File: src/clh_pkg.sv
// Package with the constants and types shared by the cache block.
package clh_pkg;
    localparam int ADDR_W = 32;
    localparam int DATA_W = 32;
    localparam int IDX_W = 4;
    localparam int OFF_W = 2;
    localparam int LINE_WORDS = 4;
    localparam int SETS = 16;
    localparam int TAG_W = ADDR_W - IDX_W - OFF_W - 2;
    localparam int ATTR_W = 4;
    localparam logic [ATTR_W-1:0] ATTR_RESET = 4'h0;
    localparam logic [ATTR_W-1:0] ATTR_CACHEABLE_BIT = 4'h1;
    localparam logic [1:0] CACHE_LEVEL = 2'h1;
    localparam logic [ADDR_W-1:0] MAINT_BASE = 32'he000_ef00;
    localparam logic [ADDR_W-1:0] MAINT_INV_ALL = 32'he000_ef50;
    localparam logic [ADDR_W-1:0] MAINT_INV_LINE = 32'he000_ef58;
    localparam logic [OFF_W-1:0] WORD_RESET = 2'h0;
    localparam logic [DATA_W-1:0] DATA_RESET = 32'h0000_0000;
    typedef enum logic [2:0] {
        CLH_IDLE,
        CLH_FILL_REQ,
        CLH_FILL_WAIT,
        CLH_BYP_REQ,
        CLH_BYP_WAIT,
        CLH_DONE
    } clh_state_t;
endpackage

File: src/clh_tag_store.sv
// Tag and valid store for the cache lines, with line and global invalidation.
`timescale 1ns/10ps
module clh_tag_store
    import clh_pkg::*;
(
    input wire logic sys_clk_i,
    input wire logic rst_i,
    input wire logic [IDX_W-1:0] rd_idx_i,
    input wire logic [TAG_W-1:0] rd_tag_i,
    output logic hit_o,
    input wire logic wr_i,
    input wire logic [IDX_W-1:0] wr_idx_i,
    input wire logic [TAG_W-1:0] wr_tag_i,
    input wire logic inv_all_i,
    input wire logic inv_line_i,
    input wire logic [IDX_W-1:0] inv_idx_i
);
    logic [TAG_W-1:0] tag_r [SETS];
    logic [SETS-1:0] valid_r;
    logic [SETS-1:0] valid_nxt;

    // A hit needs a valid line with a matching tag.
    assign hit_o = valid_r[rd_idx_i] && (tag_r[rd_idx_i] == rd_tag_i);

    // Invalidation is applied before a new line is marked valid.
    always_comb begin
        valid_nxt = valid_r;
        if (inv_all_i) begin
            valid_nxt = '0;
        end
        if (inv_line_i) begin
            valid_nxt[inv_idx_i] = 1'b0;
        end
        if (wr_i) begin
            valid_nxt[wr_idx_i] = 1'b1;
        end
    end

    // Valid bits reset; tags need no reset because valid guards them.
    always_ff @(posedge sys_clk_i) begin
        if (rst_i) begin
            valid_r <= '0;
        end else begin
            valid_r <= valid_nxt;
        end
        if (wr_i) begin
            tag_r[wr_idx_i] <= wr_tag_i;
        end
    end
endmodule

File: src/clh_data_store.sv
// Data array holding the words of every cache line.
`timescale 1ns/10ps
module clh_data_store
    import clh_pkg::*;
(
    input wire logic sys_clk_i,
    input wire logic [IDX_W-1:0] rd_idx_i,
    input wire logic [OFF_W-1:0] rd_word_i,
    output logic [DATA_W-1:0] rd_data_o,
    input wire logic wr_i,
    input wire logic [IDX_W-1:0] wr_idx_i,
    input wire logic [OFF_W-1:0] wr_word_i,
    input wire logic [DATA_W-1:0] wr_data_i
);
    logic [DATA_W-1:0] mem_r [SETS*LINE_WORDS];

    // Reads are combinational so that a hit is read in its own cycle and answered in the next.
    assign rd_data_o = mem_r[{rd_idx_i, rd_word_i}];

    // Fill words and write hits land here.
    always_ff @(posedge sys_clk_i) begin
        if (wr_i) begin
            mem_r[{wr_idx_i, wr_word_i}] <= wr_data_i;
        end
    end
endmodule

File: src/clh_cache.sv
// Level one cache: lookup, line fill, bypass, preload hints and maintenance.
//
// Function
// RULE_01 - Cacheable access looks up tags; hit answers at once, miss fills whole line. Writes go to the bus; a write miss does not fill.
// RULE_02 - Each entry keeps a tag plus a line of several adjacent words.
// RULE_03 - Memory attributes of every transaction are driven onto the bus.
// RULE_04 - This cache reports itself as level one, nearest the processor.
// RULE_05 - Fetches may run ahead along predicted paths after synchronization.
// RULE_06 - Fetched instructions may be re-executed without being refetched.
// RULE_07 - Instruction side does not snoop memory updates until maintenance.
// RULE_08 - Preload hints start a line fill or do nothing, without visible effect.
// RULE_09 - Preload hints never fault synchronously; bus errors report asynchronously.
// RULE_10 - Maintenance operations are reached through memory-mapped addresses.
// RULE_11 - Non-cacheable accesses bypass the cache without allocating.
`timescale 1ns/10ps
module clh_cache
    import clh_pkg::*;
(
    input wire logic sys_clk_i,
    input wire logic rst_i,
    input wire logic cpu_req_i,
    input wire logic cpu_we_i,
    input wire logic [ADDR_W-1:0] cpu_addr_i,
    input wire logic [DATA_W-1:0] cpu_wdata_i,
    input wire logic [ATTR_W-1:0] cpu_attr_i,
    input wire logic data_preload_hint_i,
    input wire logic instruction_preload_hint_i,
    output logic cpu_ready_o,
    output logic [DATA_W-1:0] cpu_rdata_o,
    output logic cpu_err_o,
    output logic async_fault_o,
    output logic [1:0] cache_level_o,
    output logic bus_req_o,
    output logic bus_we_o,
    output logic [ADDR_W-1:0] bus_addr_o,
    output logic [DATA_W-1:0] bus_wdata_o,
    output logic [ATTR_W-1:0] bus_attr_o,
    input wire logic bus_ack_i,
    input wire logic [DATA_W-1:0] bus_rdata_i,
    input wire logic bus_err_i
);
    clh_state_t state_r, state_nxt;
    logic [ADDR_W-1:0] addr_r, addr_nxt;
    logic [DATA_W-1:0] wdata_r, wdata_nxt;
    logic [ATTR_W-1:0] attr_r, attr_nxt;
    logic we_r, we_nxt;
    logic hint_r, hint_nxt;
    logic [OFF_W-1:0] word_r, word_nxt;
    logic [DATA_W-1:0] rdata_r, rdata_nxt;
    logic err_r, err_nxt;
    logic afault_r, afault_nxt;

    logic [TAG_W-1:0] req_tag;
    logic [IDX_W-1:0] req_idx;
    logic [OFF_W-1:0] req_word;
    logic is_hint, cacheable, hit;
    logic is_maint_all, is_maint_line;
    logic [DATA_W-1:0] store_rdata;
    logic tag_wr, data_wr;
    logic [OFF_W-1:0] data_wr_word;
    logic [DATA_W-1:0] data_wr_data;
    logic [IDX_W-1:0] wr_idx;
    logic [TAG_W-1:0] wr_tag;
    logic hit_write;

    // Address split into tag, set index and word within the line.
    assign req_tag = cpu_addr_i[ADDR_W-1 -: TAG_W]; // [RULE_02]
    assign req_idx = cpu_addr_i[OFF_W+2 +: IDX_W];
    assign req_word = cpu_addr_i[2 +: OFF_W];
    assign is_hint = data_preload_hint_i || instruction_preload_hint_i;
    assign cacheable = |(cpu_attr_i & ATTR_CACHEABLE_BIT); // [RULE_11]
    assign is_maint_all = cpu_we_i && (cpu_addr_i == MAINT_INV_ALL); // [RULE_10]
    assign is_maint_line = cpu_we_i && (cpu_addr_i == MAINT_INV_LINE); // [RULE_10]
    assign wr_idx = addr_r[OFF_W+2 +: IDX_W];
    assign wr_tag = addr_r[ADDR_W-1 -: TAG_W];

    // A write hit in idle updates the stored word to keep the line current.
    assign hit_write = (state_r == CLH_IDLE) && cpu_req_i && !is_hint && cpu_we_i
                       && cacheable && hit && !is_maint_all && !is_maint_line;

    // Tags are checked on the live request; no snoop port exists. [RULE_07]
    clh_tag_store clh_tag_store_inst (
        .sys_clk_i(sys_clk_i),
        .rst_i(rst_i),
        .rd_idx_i(req_idx),
        .rd_tag_i(req_tag),
        .hit_o(hit),
        .wr_i(tag_wr),
        .wr_idx_i(wr_idx),
        .wr_tag_i(wr_tag),
        .inv_all_i((state_r == CLH_IDLE) && cpu_req_i && is_maint_all),
        .inv_line_i((state_r == CLH_IDLE) && cpu_req_i && is_maint_line),
        .inv_idx_i(cpu_wdata_i[OFF_W+2 +: IDX_W])
    );

    clh_data_store clh_data_store_inst (
        .sys_clk_i(sys_clk_i),
        .rd_idx_i(req_idx),
        .rd_word_i(req_word),
        .rd_data_o(store_rdata),
        .wr_i(data_wr),
        .wr_idx_i(hit_write ? req_idx : wr_idx),
        .wr_word_i(data_wr_word),
        .wr_data_i(data_wr_data)
    );

    // Fill writes each returned word; the tag is set with the last word.
    always_comb begin
        data_wr = 1'b0;
        tag_wr = 1'b0;
        data_wr_word = word_r;
        data_wr_data = bus_rdata_i;
        if (hit_write) begin
            data_wr = 1'b1;
            data_wr_word = req_word;
            data_wr_data = cpu_wdata_i;
        end else if (state_r == CLH_FILL_WAIT && bus_ack_i && !bus_err_i) begin
            data_wr = 1'b1; // [RULE_01]
            tag_wr = (word_r == OFF_W'(LINE_WORDS - 1));
        end
    end

    // Next-state logic for the access controller.
    always_comb begin
        state_nxt = state_r;
        addr_nxt = addr_r;
        wdata_nxt = wdata_r;
        attr_nxt = attr_r;
        we_nxt = we_r;
        hint_nxt = hint_r;
        word_nxt = word_r;
        rdata_nxt = rdata_r;
        err_nxt = 1'b0;
        afault_nxt = 1'b0;
        unique case (state_r)
            CLH_IDLE: begin
                if (cpu_req_i) begin
                    addr_nxt = cpu_addr_i;
                    wdata_nxt = cpu_wdata_i;
                    attr_nxt = cpu_attr_i;
                    we_nxt = cpu_we_i;
                    hint_nxt = is_hint;
                    if (is_maint_all || is_maint_line) begin
                        state_nxt = CLH_DONE; // [RULE_10]
                    end else if (is_hint && (!cacheable || hit)) begin
                        rdata_nxt = DATA_RESET; // A hint answers with zero data.
                        state_nxt = CLH_DONE; // [RULE_08]
                    end else if (!cacheable) begin
                        state_nxt = CLH_BYP_REQ; // [RULE_11]
                    end else if (hit && !cpu_we_i) begin
                        rdata_nxt = store_rdata; // [RULE_01] [RULE_06]
                        state_nxt = CLH_DONE;
                    end else if (hit) begin
                        state_nxt = CLH_BYP_REQ; // Write-through of a hit.
                    end else if (cpu_we_i) begin
                        state_nxt = CLH_BYP_REQ; // No allocation on a write miss.
                    end else begin
                        word_nxt = WORD_RESET;
                        state_nxt = CLH_FILL_REQ; // [RULE_01]
                    end
                end
            end
            CLH_FILL_REQ: begin
                state_nxt = CLH_FILL_WAIT;
            end
            CLH_FILL_WAIT: begin
                if (bus_ack_i) begin
                    if (word_r == addr_r[2 +: OFF_W] && !hint_r) begin
                        rdata_nxt = bus_rdata_i;
                    end
                    if (bus_err_i) begin
                        err_nxt = !hint_r;
                        afault_nxt = hint_r; // [RULE_09]
                        state_nxt = hint_r ? CLH_IDLE : CLH_DONE;
                    end else if (word_r == OFF_W'(LINE_WORDS - 1)) begin
                        state_nxt = hint_r ? CLH_IDLE : CLH_DONE;
                    end else begin
                        word_nxt = word_r + 1'b1; // [RULE_05]
                        state_nxt = CLH_FILL_REQ;
                    end
                end
            end
            CLH_BYP_REQ: begin
                state_nxt = CLH_BYP_WAIT;
            end
            CLH_BYP_WAIT: begin
                if (bus_ack_i) begin
                    rdata_nxt = bus_rdata_i;
                    err_nxt = bus_err_i;
                    state_nxt = CLH_DONE;
                end
            end
            CLH_DONE: begin
                state_nxt = CLH_IDLE;
            end
        endcase
    end

    // State registers.
    always_ff @(posedge sys_clk_i) begin
        if (rst_i) begin
            state_r <= CLH_IDLE;
            addr_r <= '0;
            wdata_r <= DATA_RESET;
            attr_r <= ATTR_RESET;
            we_r <= 1'b0;
            hint_r <= 1'b0;
            word_r <= WORD_RESET;
            rdata_r <= DATA_RESET;
            err_r <= 1'b0;
            afault_r <= 1'b0;
        end else begin
            state_r <= state_nxt;
            addr_r <= addr_nxt;
            wdata_r <= wdata_nxt;
            attr_r <= attr_nxt;
            we_r <= we_nxt;
            hint_r <= hint_nxt;
            word_r <= word_nxt;
            rdata_r <= rdata_nxt;
            err_r <= err_nxt;
            afault_r <= afault_nxt;
        end
    end

    // Ready pulses once per answer; a hinted miss fills on its own and gives no answer.
    assign cpu_ready_o = (state_r == CLH_DONE); // [RULE_08]
    assign cpu_rdata_o = rdata_r;
    assign cpu_err_o = err_r && !hint_r; // [RULE_09]
    assign async_fault_o = afault_r; // [RULE_09]
    assign cache_level_o = CACHE_LEVEL; // [RULE_04]

    // Bus side: fills fetch word by word; attributes travel with each request.
    assign bus_req_o = (state_r == CLH_FILL_REQ) || (state_r == CLH_BYP_REQ);
    assign bus_we_o = (state_r == CLH_BYP_REQ) && we_r;
    assign bus_addr_o = (state_r == CLH_FILL_REQ)
                        ? {addr_r[ADDR_W-1:OFF_W+2], word_r, 2'h0} : addr_r;
    assign bus_wdata_o = wdata_r;
    assign bus_attr_o = attr_r; // [RULE_03]

    // Instructions held here are served again on later fetches. [RULE_05] [RULE_06]
endmodule

File: config.mk
export PLATFORM = sky130hd
export DESIGN_NAME = clh_cache
export DESIGN_NICKNAME = d
export VERILOG_FILES = /design/src/clh_pkg.sv /design/src/clh_tag_store.sv /design/src/clh_data_store.sv /design/src/clh_cache.sv
export SDC_FILE = /design/constraint.sdc
export NUM_CORES = 2
export LEC_CHECK = 0
export ABC_AREA = 1
export BUFFER_PORTS_ARGS = -buffer_cell sky130_fd_sc_hd__buf_2
export CAP_MARGIN = 40
export CORE_UTILIZATION = 49
export DETAILED_ROUTE_END_ITERATION = 16
export PLACE_DENSITY = 0.62
export SYNTH_ARGS = -nofsm -noshare
export SYNTH_HDL_FRONTEND = slang
export SYNTH_SLANG_ARGS = --single-unit
File: constraint.sdc
create_clock -name sys_clk_i -period 7.32 [get_ports sys_clk_i]
set_clock_uncertainty 0.15 [all_clocks]
set_input_delay 1.83 -clock sys_clk_i [delete_from_list [all_inputs] [get_ports sys_clk_i]]
set_output_delay 1.83 -clock sys_clk_i [all_outputs]
set_load 0.02 [all_outputs]
==> out/metrics.csv <==
metric,value,unit
result of the run,completed,
Crit Reg-Reg Startpoint,state_r[2]$_SDFFE_PP0P_,
crit path DAT,6530,ps
cell at the root of the clock tree,sky130_fd_sc_hd__clkbuf_16,
GR Overflow Total,0,
number of sinks on the clock net,2557,
Finished Cell Area,119000,um^2
post-route DRC violation count,0,
FMAX,164,MHz
Area Growth Syn to Fin,14.6,%
"commonest non-fill, non-tap cell in the layout",sky130_fd_sc_hd__edfxtp_1,
R2R setup slack,2740,ps
final count of hold timing violations,0,
later-pin clock latency in the skew report,930,ps
crit-path max cell delay,640,ps
global-route track usage on met3,0.0753,
simple-gate share of the synthesized area,0.131,
number of buffers on the longest clock path,4,
Row Count,168,
share of synthesized area occupied by flip-flops and latches,0.728,
Resized Gates After CTS,0,
xor-xnor portion of the synthesized cell area,0,
fraction of registers with async set/reset,0,
starting utilization of the core area,0.494,
relative contribution of sequential cells to total power,0.485,
most numerous cell on the critical path,sky130_fd_sc_hd__nand2_1,
busiest grt layer,met2,
Hold Path Class,reg -> reg,
number of detailed-routing iterations run before antenna repair,9,
headroom to the max-slew limit,0.350,
Final Setup Violations,0,
"logic depth of the worst path, buffers included",19,
CP Cell Sequence,buf_8 -> inv_16 -> buf_12 -> o21ai_0 -> nand3_1 -> nand3_1 -> nand2_1 -> nand2_1 -> nand2_1 -> nor2_1 -> nand3_1 -> nor2_4 -> nand3_4 -> nand2_1 -> o21ai_2 -> nor2_2 -> nand2_2 -> nor2_4 -> buf_12,
largest net degree at the start of global routing,183,
compound-cell area share of the yosys netlist,0.105,
final slew viol count,0,
"Min Clock Period, post-route",6080,ps
met1 demand-to-capacity share in global routing,0.424,
setup repair after global routing missed its margin,false,
Max VDD drop,0.280,mV
gate family responsible for the most delay along the worst path,simple AND/OR/NAND/NOR gates,
Total Negative Setup Slacks,0,ps
average cell area after synthesis,12.1,um^2
critical path launch point type,primary input,
leakage power total,41.7,nW
first-pass GRT wire length,463,mm
Post-Synth Adder-Cell Area,0.000121,
Via density,6.08,
number of flops mapped to enable cells by yosys,2432,
Crit Reg-Reg Endpoint,clh_data_store_inst.mem_r[52][11]$_DFFE_PP_,
die span in y,462,um
data required time of the critical path,7770,ps
GR Util met2,0.438,
weighted congestion reported at the end of routability-driven placement,0.924,
Post-DP HPWL,187,mm
Die W,462,um
fraction of final layout cells sized beyond drive strength 1,0.112,
P_int,25.6,mW
htree depth,5,
Switching Share,0.260,
placed standard-cell area,110000,um^2
biggest fanout along the worst timing path,99,
critical path buffer and inverter count,4,
clock power share,0.396,
# IOs,215,
"leading cell types in the layout, fill and taps excluded","sky130_fd_sc_hd__edfxtp_1, sky130_fd_sc_hd__nand2_1, sky130_fd_sc_hd__a21oi_1",
post-synthesis register bit count,2557,
postcts setup bufs,0,
R2R depth,16,
cell area after technology mapping,104000,um^2
total routing usage reported by global routing,0.297,
switching power total,8.99,mW
number of antenna violations at the first check in global routing,18,
power density of the placed cells,291,nW/um^2
Comb pwr share,0.118,
combinational family with the most area after synthesis,simple AND/OR/NAND/NOR gates,
count of buffers from port buffering,212,
hold_buf cts,0,
initial DRC count,9761,
Critical Path Start,cpu_addr_i[4],
net count reported at finish,8873,
critical path type,in -> reg,
slew at the pin closest to its max-slew limit,975,ps
via count of the first global-routing pass,66724,
ys flop type,sky130_fd_sc_hd__edfxtp_1,
vias after detailed routing,71508,
standard cell core area,210000,um^2
mux cell area share after synthesis,0,
clock slew seen by the registers of the worst setup and hold paths,50,ps
Mapped Nets,8707,
clock tree from TritonCTS,yes,
number of buffers added by the clock tree synthesis step,282,
Critical Path End,clh_data_store_inst.mem_r[52][11]$_DFFE_PP_,
portion of the clock cycle consumed by the worst path in the final layout,0.831,
kind of end point of the critical path,register,
total routed wirelength,321,mm
number of warnings issued by yosys,0,
number of nets still failing antenna checks after routing,0,
slowest CP cell,sky130_fd_sc_hd__nor2_4,
number of maximum-capacitance violations,0,
gate count of the mapped netlist,8598,
area of the die,214000,um^2
routed length per placed instance,27.3,um
distinct cell type count of the synthesized netlist,50,
## worst min-delay path, stage by stage, from the launching register on
cell and delay, ps:
sky130_fd_sc_hd__dfxtp_1 310, sky130_fd_sc_hd__o211ai_1 80, sky130_fd_sc_hd__a21oi_1 60
## synth_stat cells (all sizes together) (3+ instances only)
master | instances | share of area
a21oi | 720 | 0.035
a221o | 27 | 0.0026
a221oi | 52 | 0.0044
a22o | 5 | 0.00042
a22oi | 55 | 0.0040
a32o | 288 | 0.028
a32oi | 3 | 0.00025
and3 | 6 | 0.00036
buf | 142 | 0.0078
clkbuf | 457 | 0.017
dfxtp | 125 | 0.024
edfxtp | 2432 | 0.70
inv | 289 | 0.010
nand2 | 2383 | 0.087
nand3 | 361 | 0.018
nand4 | 14 | 0.00084
nor2 | 681 | 0.025
nor3 | 7 | 0.00034
nor4 | 5 | 0.00036
o211a | 4 | 0.00039
o211ai | 87 | 0.0063
o21ai | 346 | 0.017
o221ai | 5 | 0.00042
o22ai | 36 | 0.0022
o311ai | 51 | 0.0043
## routing by layer
metal  vias up  part of all wire  wire, um
met5         -           0.00022        71
met4        10             0.040     12800
met3       610              0.12     37400
met2      4077              0.44    140000
met1     35544              0.41    130000
li1      31267                 -         -
## cell type report
cell class	count	area, um^2
Antenna cell	9	22.5
Sequential cell	2557	75500
Multi-Input combinational cell	5153	25600
Clock buffer	370	7690
Tap cell	2805	3510
Timing Repair Buffer	481	4350
Inverter	289	1120
Clock inverter	101	1040
Fill cell	16873	91200
## registers in the layout, indices dropped and copies added (netlist names)
name and flops:
clh_data_store_inst.mem_r 2048, addr_r 32, hint_r 1, bus_attr_o 4
cpu_rdata_o 32, bus_wdata_o 32, async_fault_o 1, word_r 2
state_r 3, we_r 1, err_r 1, clh_tag_store_inst.valid_r 16
clh_tag_store_inst.tag_r 384
## power by group through the flow
stage	clock [mW]	combinational, mW	sequential, mW
2_1_floorplan	0	2.10	17.1
3_3_place_gp	0	3.95	17.1
3_5_place_dp	0	3.98	17.1
4_1_cts	13.8	4.00	16.8
5_1_grt	14.4	4.33	16.8
6_report	13.7	4.08	16.8
## worst min-delay path by stage
stage | slack (ps) | cells after the start | to | start
CTS | 360 | 2 | clh_tag_store_inst.valid_r[8]$_SDFF_PP0_ | clh_tag_store_inst.valid_r[8]$_SDFF_PP0_
floorplan | 330 | 2 | clh_tag_store_inst.valid_r[6]$_SDFF_PP0_ | clh_tag_store_inst.valid_r[6]$_SDFF_PP0_
finish | 350 | 2 | clh_tag_store_inst.valid_r[8]$_SDFF_PP0_ | clh_tag_store_inst.valid_r[8]$_SDFF_PP0_
global placement | 340 | 2 | bus_wdata_o[10]$_SDFFE_PP0P_ | bus_wdata_o[10]$_SDFFE_PP0P_
detailed placement | 350 | 2 | bus_wdata_o[8]$_SDFFE_PP0P_ | bus_wdata_o[8]$_SDFFE_PP0P_
global route | 380 | 2 | clh_tag_store_inst.valid_r[1]$_SDFF_PP0_ | clh_tag_store_inst.valid_r[1]$_SDFF_PP0_
## per-stage QoR
step	power [mW]	setup slack (ps)	util	std cells	hold WS [ps]
floorplan	19.2	595	-	8598	326
global placement	21.0	619	0.524	11275	339
detailed placement	21.1	589	0.524	11285	345
CTS	34.6	1440	0.566	11756	357
global route	35.5	1130	0.566	11762	376
finish	34.6	1240	0.566	11765	354
## kinds of logic after synthesis
family,Yosys count
simple gates,3462
compound gates,1688
flops,2557
fa+ha+maj,1
buf+inv,888
other cells,2
(Power assumes the default switching activity.)
